`src/design/stcr_defs.vh`:
```
// Purpose: Constants for the transceiver channel control register bank
// Assumes: 8 channels, 7-bit registers, 3-bit register address
// Notes:   Field positions and reset values of each channel register
`ifndef STCR_DEFS_VH
`define STCR_DEFS_VH

`define STCR_NUM_CH         8
`define STCR_ADDR_W         3
`define STCR_DATA_W         7
`define STCR_BIT_CNT_W      3

`define STCR_CH0_OFFSET     3'h0
`define STCR_CH1_OFFSET     3'h1
`define STCR_CH2_OFFSET     3'h2
`define STCR_CH3_OFFSET     3'h3
`define STCR_CH4_OFFSET     3'h4
`define STCR_CH5_OFFSET     3'h5
`define STCR_CH6_OFFSET     3'h6
`define STCR_CH7_OFFSET     3'h7

`define STCR_DRIVER_SHUTDOWN_POS    6
`define STCR_SLEW_LIMIT_POS         5
`define STCR_TX_TERM_POS            4
`define STCR_RX_TERM_POS            3
`define STCR_ECHO_INHIBIT_POS       2
`define STCR_HALF_DUPLEX_POS        1
`define STCR_LINE_STANDARD_POS      0

`define STCR_CTRL_RESET     7'h40

`define STCR_LAST_BIT       3'h6

`endif

```
`src/design/stcr_sync.v`:
```
// Purpose: Two-flop synchroniser for a group of asynchronous levels
// Assumes: Inputs come from pins outside the clk domain
// Notes:   First stage is read only by the second stage
`timescale 1ns/1ps
module stcr_sync #(
    parameter WIDTH = 1
) (
    input  wire             clk,
    input  wire             reset_n,
    input  wire [WIDTH-1:0] async_in,
    output wire [WIDTH-1:0] sync_out
);
    reg [WIDTH-1:0] meta_reg;
    reg [WIDTH-1:0] sync_reg;

    always @(posedge clk or negedge reset_n) begin
        if (!reset_n) begin
            meta_reg <= {WIDTH{1'b0}};
            sync_reg <= {WIDTH{1'b0}};
        end else begin
            meta_reg <= async_in;
            sync_reg <= meta_reg;
        end
    end

    assign sync_out = sync_reg;
endmodule // stcr_sync

```
`src/design/stcr_channel_reg.v`:
```
// Purpose: One 7-bit channel control register with its decoded outputs
// Assumes: Write strobe is a one-cycle pulse on clk
// Notes:   Outputs come straight from the register flops
`timescale 1ns/1ps
`include "stcr_defs.vh"
module stcr_channel_reg (
    input  wire       clk,
    input  wire       reset_n,
    input  wire       wr_strobe,
    input  wire [6:0] wr_value,
    output wire [6:0] value,
    output wire       driver_shutdown,
    output wire       slew_limit,
    output wire       tx_line_termination,
    output wire       rx_line_termination,
    output wire       echo_inhibit,
    output wire       half_duplex_select,
    output wire       line_standard_select
);
    reg [6:0] ctrl_reg;

    always @(posedge clk or negedge reset_n) begin
        if (!reset_n) begin
            ctrl_reg <= `STCR_CTRL_RESET;
        end else if (wr_strobe) begin
            ctrl_reg <= wr_value;
        end
    end

    assign value                = ctrl_reg;
    assign driver_shutdown      = ctrl_reg[`STCR_DRIVER_SHUTDOWN_POS];
    assign slew_limit           = ctrl_reg[`STCR_SLEW_LIMIT_POS];
    assign tx_line_termination  = ctrl_reg[`STCR_TX_TERM_POS];
    assign rx_line_termination  = ctrl_reg[`STCR_RX_TERM_POS];
    assign echo_inhibit         = ctrl_reg[`STCR_ECHO_INHIBIT_POS];
    assign half_duplex_select   = ctrl_reg[`STCR_HALF_DUPLEX_POS];
    assign line_standard_select = ctrl_reg[`STCR_LINE_STANDARD_POS];
endmodule // stcr_channel_reg

```
`src/design/stcr_config_regs.v`:
```
// Purpose: Serial transceiver configuration register bank behind a pin bus
// Assumes: clk much faster than the bus clock pin; all bus pins are async
// Notes:   Bus pins are synchronised, then bus clock edges are detected
`timescale 1ns/1ps
`include "stcr_defs.vh"
module stcr_config_regs #(
    parameter NUM_CH = `STCR_NUM_CH
) (
    input  wire                clk,
    input  wire                reset_n,
    input  wire                bus_chip_enable,
    input  wire                bus_read_not_write,
    input  wire                bus_clk,
    input  wire [2:0]          bus_addr,
    input  wire                bus_serial_wdata,
    output wire                bus_serial_rdata,
    output wire [NUM_CH-1:0]   driver_shutdown,
    output wire [NUM_CH-1:0]   slew_limit,
    output wire [NUM_CH-1:0]   tx_line_termination,
    output wire [NUM_CH-1:0]   rx_line_termination,
    output wire [NUM_CH-1:0]   echo_inhibit,
    output wire [NUM_CH-1:0]   half_duplex_select,
    output wire [NUM_CH-1:0]   line_standard_select
);
    localparam ST_IDLE  = 4'b0001;
    localparam ST_ARMED = 4'b0010;
    localparam ST_WRITE = 4'b0100;
    localparam ST_READ  = 4'b1000;

    wire [6:0] pins_sync;
    wire       cen_s;
    wire       rnw_s;
    wire       bclk_s;
    wire [2:0] addr_s;
    wire       wdata_s;

    reg  [3:0] state_reg;
    reg  [3:0] state_next;
    reg        bclk_d_reg;
    reg  [2:0] addr_reg;
    reg  [2:0] addr_next;
    reg  [6:0] shift_reg;
    reg  [6:0] shift_next;
    reg  [2:0] count_reg;
    reg  [2:0] count_next;
    reg        dirty_reg;
    reg        dirty_next;
    reg        rdata_reg;
    reg        rdata_next;
    reg        commit;
    reg  [6:0] rd_value;

    wire [NUM_CH*7-1:0] all_values;
    wire                bclk_rise;

    // Pins from the bridge are asynchronous to clk
    stcr_sync #(
        .WIDTH (7)
    ) u_sync (
        .clk      (clk),
        .reset_n  (reset_n),
        .async_in ({bus_serial_wdata, bus_addr, bus_clk, bus_read_not_write,
                    bus_chip_enable}),
        .sync_out (pins_sync)
    );

    assign cen_s   = pins_sync[0];
    assign rnw_s   = pins_sync[1];
    assign bclk_s  = pins_sync[2];
    assign addr_s  = pins_sync[5:3];
    assign wdata_s = pins_sync[6];

    // Edge found on the synchronised copy, never on the first stage
    assign bclk_rise = bclk_s & ~bclk_d_reg;

    always @(posedge clk or negedge reset_n) begin
        if (!reset_n) begin
            state_reg  <= ST_IDLE;
            bclk_d_reg <= 1'b0;
            addr_reg   <= 3'h0;
            shift_reg  <= 7'h00;
            count_reg  <= 3'h0;
            dirty_reg  <= 1'b0;
            rdata_reg  <= 1'b0;
        end else begin
            state_reg  <= state_next;
            bclk_d_reg <= bclk_s;
            addr_reg   <= addr_next;
            shift_reg  <= shift_next;
            count_reg  <= count_next;
            dirty_reg  <= dirty_next;
            rdata_reg  <= rdata_next;
        end
    end

    // Read mux over the channel values
    always @* begin
        rd_value = all_values[7*addr_s +: 7];
    end

    always @* begin
        state_next = state_reg;
        addr_next  = addr_reg;
        shift_next = shift_reg;
        count_next = count_reg;
        dirty_next = dirty_reg;
        rdata_next = rdata_reg;
        commit     = 1'b0;
        case (state_reg)
            ST_IDLE: begin
                rdata_next = 1'b0;
                if (cen_s) begin
                    state_next = ST_ARMED;
                    count_next = 3'h0;
                    dirty_next = 1'b0;
                end
            end
            ST_ARMED: begin
                if (!cen_s) begin
                    state_next = ST_IDLE;
                end else if (bclk_rise) begin
                    addr_next  = addr_s;
                    count_next = 3'h1;
                    if (rnw_s) begin
                        state_next = ST_READ;
                        shift_next = {rd_value[5:0], 1'b0};
                        rdata_next = rd_value[6];
                    end else begin
                        state_next = ST_WRITE;
                        shift_next = {6'h00, wdata_s};
                        dirty_next = 1'b1;
                    end
                end
            end
            ST_WRITE: begin
                if (!cen_s) begin
                    // A cut write commits its bits right-aligned, upper bits zero
                    commit     = dirty_reg;
                    state_next = ST_IDLE;
                end else if (bclk_rise && count_reg <= `STCR_LAST_BIT) begin
                    // Later edges fall through and are ignored
                    shift_next = {shift_reg[5:0], wdata_s};
                    count_next = count_reg + 3'h1;
                end
            end
            ST_READ: begin
                if (!cen_s) begin
                    state_next = ST_IDLE;
                end else if (bclk_rise && count_reg <= `STCR_LAST_BIT) begin
                    rdata_next = shift_reg[6];
                    shift_next = {shift_reg[5:0], 1'b0};
                    count_next = count_reg + 3'h1;
                end
            end
            default: begin
                state_next = ST_IDLE;
            end
        endcase
    end

    // Held low outside a read so the host never takes a stale bit
    assign bus_serial_rdata = rdata_reg;

    genvar ch;
    generate
        for (ch = 0; ch < NUM_CH; ch = ch + 1) begin : g_ch
            stcr_channel_reg u_reg (
                .clk                  (clk),
                .reset_n              (reset_n),
                .wr_strobe            (commit && (addr_reg == ch)),
                .wr_value             (shift_reg),
                .value                (all_values[7*ch +: 7]),
                .driver_shutdown      (driver_shutdown[ch]),
                .slew_limit           (slew_limit[ch]),
                .tx_line_termination  (tx_line_termination[ch]),
                .rx_line_termination  (rx_line_termination[ch]),
                .echo_inhibit         (echo_inhibit[ch]),
                .half_duplex_select   (half_duplex_select[ch]),
                .line_standard_select (line_standard_select[ch])
            );
        end
    endgenerate
endmodule // stcr_config_regs

```
`config.mk`:
```
export PLATFORM = sky130hd
export DESIGN_NAME = stcr_config_regs
export DESIGN_NICKNAME = d
export VERILOG_FILES = /design/src/design/stcr_sync.v /design/src/design/stcr_channel_reg.v /design/src/design/stcr_config_regs.v
export VERILOG_INCLUDE_DIRS = /design/src /design/src/design
export SDC_FILE = /design/constraint.sdc
export NUM_CORES = 1
export LEC_CHECK = 0
export BUFFER_PORTS_ARGS = -buffer_cell sky130_fd_sc_hd__buf_4
export CAP_MARGIN = 20
export CORE_MARGIN = 2
export CORE_UTILIZATION = 55
export CTS_CLUSTER_SIZE = 12
export DETAILED_ROUTE_END_ITERATION = 10
export PLACE_DENSITY = 0.77
export SETUP_SLACK_MARGIN = 0.2
export SYNTH_ARGS = -nofsm -noshare
export SYNTH_HDL_FRONTEND = slang
export SYNTH_SLANG_ARGS = --single-unit
```
`constraint.sdc`:
```
create_clock -name clk -period 4.6 [get_ports clk]
set_input_delay 0.69 -clock clk [delete_from_list [all_inputs] [get_ports clk]]
set_output_delay 0.69 -clock clk [all_outputs]
set_load 0.01 [all_outputs]
```
Word-level counts from Yosys, hierarchy flattened

Index checks and enable logic that the tools add are counted.

Logic and storage cells: 100
Register bits: 90
Input bits: 9
Output and inout bits: 57

Bitwise operators: 2
Equality and inequality tests: 24
Shift operators: 1
$add $sub $neg: 1
Reductions and logical operators: 21
$mul: 1
Multiplexer cells: 32
$lt $le $gt $ge: 1

Operators with widths:

| cell                                                  | number |
|---|---|
| indexed part select 56 x 7 -> 7 bit                   | 1 |
| two-way mux 7 bit                                     | 7 |
| case mux 7 bit (3 select lines)                       | 1 |
| two-way mux 4 bit                                     | 5 |
| two-way mux 3 bit                                     | 5 |
| inequality test 2 x 1 -> 1 bit, second input constant | 7 |
| == test 3 bit, second input constant                  | 4 |
| case mux 4 bit (3 select lines)                       | 1 |
| AND reduction 6 bit                                   | 2 |
| two-way mux 1 bit                                     | 10 |
| inequality test 2 bit, second input constant          | 5 |
| logical AND 1 bit                                     | 9 |
| case mux 3 bit (3 select lines)                       | 1 |
| nonzero test 3 bit                                    | 3 |
| AND reduction 7 bit                                   | 1 |
| == test 3 x 2 -> 1 bit, second input constant         | 2 |
| multiplier 3 x 3 -> 6 bit, first input constant       | 1 |
| AND reduction 3 bit                                   | 2 |
| == test 4 x 1 -> 1 bit, second input constant         | 1 |
| == test 4 x 2 -> 1 bit, second input constant         | 1 |
| == test 4 x 3 -> 1 bit, second input constant         | 1 |
| == test 4 bit, second input constant                  | 1 |
| AND reduction 4 bit                                   | 1 |
| adder 3 x 1 -> 3 bit, second input constant           | 1 |
| other kinds (10)                                      | 10 |

Longest topological paths before layout

Depth in word-level cells: 6
Gate-level depth with buffers: 7
Depth with buffers taken out: 6

Modules after synthesis

From an unflattened synthesis, not the netlist that was laid out.

Cells, all modules: 333
Area, all modules: 4747.1 sq um

Modules (own cells, without submodules):

| module           | seq. area each (sq um) | times used | cells an instance | area each (sq um) |
|---|---|---|---|---|
| stcr_channel_reg | 176.4                  | 8          | 22                | 345.3 |
| stcr_config_regs | 501.7                  | 1          | 143               | 1634.1 |
| stcr_sync        | 350.3                  | 1          | 14                | 350.3 |

Least setup slack after synthesis

No wires, ideal clock.

Kind: reg-to-reg
Start: register state_reg[2]
End: register addr_reg[0]
Buffers on the path: 2
Cell stages (with the launch flop): 6
Arrival time: 1.642 ns
Data required time: 4.475 ns
Path slack: 2.833 ns
Library setup time: 0.125 ns
Period minus slack after synthesis: 1.767 ns
Cell sequence: dfrtp_1 buf_6 or4b_1 buf_2 nor2_2 mux2_2

Cells in the longest elaborated chain, start to end: 2

Ends and longest elaborated chain:

| item                          | RTL line               | source |
|---|---|---|
| from (decl)                   | stcr_config_regs.v:37  | `reg [3:0] state_reg;` |
| from (signal assigned)        | stcr_config_regs.v:86  | `state_reg <= state_next;` |
| == test 4 x 2 -> 1 bit        | stcr_config_regs.v:109 | `case (state_reg)` |
| AND reduction 3 bit (no line) | --                     |  |
| to (signal assigned)          | stcr_config_regs.v:88  | `addr_reg <= addr_next;` |
| to (decl)                     | stcr_config_regs.v:40  | `reg [2:0] addr_reg;` |

No other way between the ends.
A chain may end at the register's enable or synchronous reset.

Worst setup path in the final report

Start: register u_sync.sync_reg[4], in the netlist u_sync.sync_out[4]
End: register shift_reg[5]

Cells in the longest elaborated chain, start to end: 6

Ends and longest elaborated chain:

| item                                | RTL line               | source |
|---|---|---|
| from (decl)                         | stcr_sync.v:14         | `reg [WIDTH-1:0] sync_reg;` |
| from (signal assigned)              | stcr_sync.v:19         | `sync_reg <= {WIDTH{1'b0}};` |
| from (signal assigned)              | stcr_sync.v:22         | `sync_reg <= meta_reg;` |
| multiplier 3 x 3 -> 6 bit           | stcr_config_regs.v:98  | `rd_value = all_values[7*addr_s +: 7];` |
| indexed part select 56 x 7 -> 7 bit | stcr_config_regs.v:98  |  |
| two-way mux 7 bit                   | stcr_config_regs.v:124 | `if (rnw_s) begin` |
| two-way mux 7 bit                   | stcr_config_regs.v:121 | `end else if (bclk_rise) begin` |
| two-way mux 7 bit                   | stcr_config_regs.v:119 | `if (!cen_s) begin` |
| case mux 7 bit (3 select lines)     | stcr_config_regs.v:109 |  |
| to (signal assigned)                | stcr_config_regs.v:89  | `shift_reg <= shift_next;` |
| to (decl)                           | stcr_config_regs.v:42  | `reg [6:0] shift_reg;` |

No other way between the ends. The select of a mux whose other input is x is not followed.

==> reports/qor.log <==
qor: outcome.status complete, no violations
qor: grt.antenna_violations_before_repair 0
qor: timing.achievable-frequency 0.463 GHz
qor: layout.final_util 60.5%
qor: synthesis.netlist_instances 344
qor: synthesis.yosys.cell_count.top_type sky130_fd_sc_hd__dfrtp_1
qor: synthesis.ys_top_cells_by_area sky130_fd_sc_hd__dfrtp_1, sky130_fd_sc_hd__mux2_2, sky130_fd_sc_hd__buf_4, sky130_fd_sc_hd__mux4_2, sky130_fd_sc_hd__dfstp_2
qor: synthesis.syn_area_per_cell 13.2 um^2
qor: synthesis.seq_area_frac_synth 49.8%
qor: clock_network.worst_skew_pair.late_latency 0.36 ns
qor: layout.nets 355
qor: critical_path.cp.required 4.82 ns
qor: grt.grt_use_total 22.2%
qor: power.ir_worst_vdd 0.000240 V
qor: placement.globalplace.congestion 0.861
qor: clock_network.tritoncts.num_buffers 9
qor: grt.globalRouteMet2Util 33.0%
qor: timing.period_share 46.9%
qor: grt.first_global_vias 2706
qor: clock_network.maximum_level_of_the_cts_h_tree 3
qor: clock_network.cts-resized-gates 0
qor: clock_network.worst_setup_hold_path_clk_slew 0.09 ns
qor: min_path.hold_class in2async
qor: synthesis.mappedNetlistNets 355
qor: critical_path.setup.worst_path.end_class register
qor: grt.busiest_layer met2
qor: synthesis.synth_common_cells sky130_fd_sc_hd__dfrtp_1, sky130_fd_sc_hd__mux2_2, sky130_fd_sc_hd__buf_4
qor: detailed_routing.route.detailed.drc 0
qor: critical_path.crit_path_max_fanout 15
qor: grt.gr-total-overflow 0
qor: layout.largest_reg_flops 56
qor: floorplanning.placeableCoreArea 0.00809 mm^2
qor: timing.final-max-slew-violation-count 0
qor: clock_network.ctsRootBufferMaster sky130_fd_sc_hd__clkbuf_8
qor: placement.port_buffer_count 65
qor: power.p_per_area 344 mW/mm^2
qor: layout.area_growth_syn_to_layout 7.79%
qor: grt.largest_net_degree_at_the_start_of_global_routing 91
qor: floorplanning.chipWidth 94.9 um
qor: timing.transition_at_the_pin_with_the_smallest_max_transition_slack 0.935 ns
qor: synthesis.post_synth_num_cell_types 51
qor: clock_network.cts_hold_repair.buffers 0
qor: synthesis.netlist_area 0.00454 mm^2
qor: grt.grt_use_met1 32.4%
qor: layout.n_fill_cell 647
qor: clock_network.cts.sinks 90
qor: flow_run.max_cap_violations 0
qor: timing.skew 0.0111 ns
qor: timing.timing.slew.headroom 37.7%
qor: detailed_routing.via_count 2691
qor: critical_path.start_kind register
qor: floorplanning.num_io_pins 66
qor: timing.setup_tns 0 ns
qor: synthesis.synthDominantAreaCellType sky130_fd_sc_hd__dfrtp_1
qor: clock_network.postCtsSetupBuffers 0
qor: clock_network.cts_buffer_depth 2
qor: detailed_routing.route.final.wire_length 8870 um
qor: detailed_routing.initial_drt_pass_iterations 4
qor: synthesis.synth_edf_count 0
qor: floorplanning.die_area 0.00901 mm^2
qor: critical_path.cp.arrival 2.38 ns
qor: timing.final-setup-viol-count 0
qor: synthesis.yosys_register_bits 90
qor: synthesis.synth-async-reset-ratio 100%
qor: power.total_leakage_power 0.00234 uW
qor: grt.grtUsageMet3 5.43%
qor: floorplanning.die_y 94.9 um
qor: synthesis.postSynth.topFlopCell sky130_fd_sc_hd__dfrtp_1
qor: timing.post-route-min-period 2.16 ns
qor: detailed_routing.initialDrtViolationCount 238
qor: layout.post_route_cells_drive_above_1_share 52.4%
qor: timing.rsz_0062_raised_after_global_routing no
qor: critical_path.timing_worst_setup_path_type reg2reg
qor: floorplanning.row_count 33
qor: synthesis.yosys_warnings 0
qor: grt.grt_pass1_wl 14800 um
qor: clock_network.tritoncts built
qor: timing.hold_viol_final 0
qor: detailed_routing.antenna_left 0
qor: floorplanning.initial_util 56.2%
qor: layout.ant_diodes 0
qor: layout.multi_input_comb_area 0.00174 mm^2
qor: detailed_routing.detail_route.vias_per_cell 5.93
qor: synthesis.synth_top_area_share 44.6%
qor: layout.area.sequential 0.00226 mm^2
qor: detailed_routing.detail_route.wl_per_cell 19.5 um
qor: placement.dp_hpwl 5970 um
[final timing paths]
kind,depth (start not counted),to,startpoint,slack [ns]
worst max-delay path,4,shift_reg[5],u_sync.sync_out[4],2.44
worst min-delay path,1,state_reg[3],reset_n,0.17
worst max register to register,4,shift_reg[5],u_sync.sync_out[4],2.44
worst min register to register,0,u_sync.sync_out[0],u_sync.meta_reg[0],0.34
max in group asynchronous,2,g_ch[5].u_reg.value[6],reset_n,3.79
min in group clk,0,u_sync.sync_out[0],u_sync.meta_reg[0],0.34
[cells by family (layout without fill, tap and decap cells)]
logic type                 Yosys count  after routing  share of synthesized area (%)
AOI/OAI and AO/OA                   36             36                           5.48
xor gates and xnor gates             2              2                          0.386
adders and majority gates            2              2                          0.551
buffers and inverters               79             84                           11.8
DFF                                 90             90                           49.8
muxes                               79             79                           23.0
and+or+nand+nor                     56             56                           8.89
[routing by layer]
layer / vias to the layer above / part of all wire, %
met5: - / 0
met4: 0 / 1.3
met3: 10 / 7.0
met2: 96 / 48
met1: 1393 / 44
li1: 1192 / -
[metrics by stage]
stage	hold slack (ns)	setup WS (ns)	power (uW)	std cells	instance area, um^2
floorplan	0.331	2.83	1020	344	4540
global placement	0.333	2.50	1070	437	4630
detailed placement	0.335	2.40	1080	437	4630
CTS	0.347	2.39	1700	453	4870
global route	0.169	2.21	1760	454	4900
finish	0.169	2.44	1680	454	4900
[critical path, cell delays in order, from the launching register on]
cell and delay (ns):
sky130_fd_sc_hd__dfrtp_1 0.96, sky130_fd_sc_hd__mux4_2 0.61, sky130_fd_sc_hd__mux2_2 0.28, sky130_fd_sc_hd__nand3_1 0.08, sky130_fd_sc_hd__a31oi_1 0.09
[cell usage in the layout (no fill, tap or decap), types with 2 or more instances in the layout]
master and n:
sky130_fd_sc_hd__a211oi_1 3, sky130_fd_sc_hd__a21oi_1 12, sky130_fd_sc_hd__a22o_1 2, sky130_fd_sc_hd__a31oi_1 6
sky130_fd_sc_hd__and3_1 2, sky130_fd_sc_hd__and3b_1 2, sky130_fd_sc_hd__buf_4 65, sky130_fd_sc_hd__bufinv_16 2
sky130_fd_sc_hd__clkbuf_8 11, sky130_fd_sc_hd__clkinv_4 3, sky130_fd_sc_hd__dfrtp_1 81, sky130_fd_sc_hd__dfstp_2 9
sky130_fd_sc_hd__ha_1 2, sky130_fd_sc_hd__inv_1 2, sky130_fd_sc_hd__mux2_1 2, sky130_fd_sc_hd__mux2_2 63
sky130_fd_sc_hd__mux4_2 14, sky130_fd_sc_hd__nand2_1 9, sky130_fd_sc_hd__nand2b_1 2, sky130_fd_sc_hd__nand3_1 7
sky130_fd_sc_hd__nand3b_1 2, sky130_fd_sc_hd__nand3b_2 2, sky130_fd_sc_hd__nor2_1 7, sky130_fd_sc_hd__nor2_2 2
sky130_fd_sc_hd__nor2b_1 3, sky130_fd_sc_hd__nor3_1 2, sky130_fd_sc_hd__nor3b_4 2, sky130_fd_sc_hd__nor4b_2 2
sky130_fd_sc_hd__o21ai_1 2, sky130_fd_sc_hd__o31ai_1 2, sky130_fd_sc_hd__o41ai_1 3, sky130_fd_sc_hd__or4b_1 2
[final cells by class]
type	instances	share of cell area [%]
Clock buffer	11	3.09
Timing Repair Buffer	66	10.5
Sequential cell	90	46.2
Inverter	2	0.153
Clock inverter	5	1.76
Multi-Input combinational cell	175	35.6
Tap cell	105	2.68
[where the power goes]
part / total (uW) / internal (uW) / switching [uW]
registers: 941 / 834 / 106
logic: 126 / 66.0 / 59.8
clock network: 616 / 339 / 278
No activity file was read; power rests on OpenSTA's default activity.
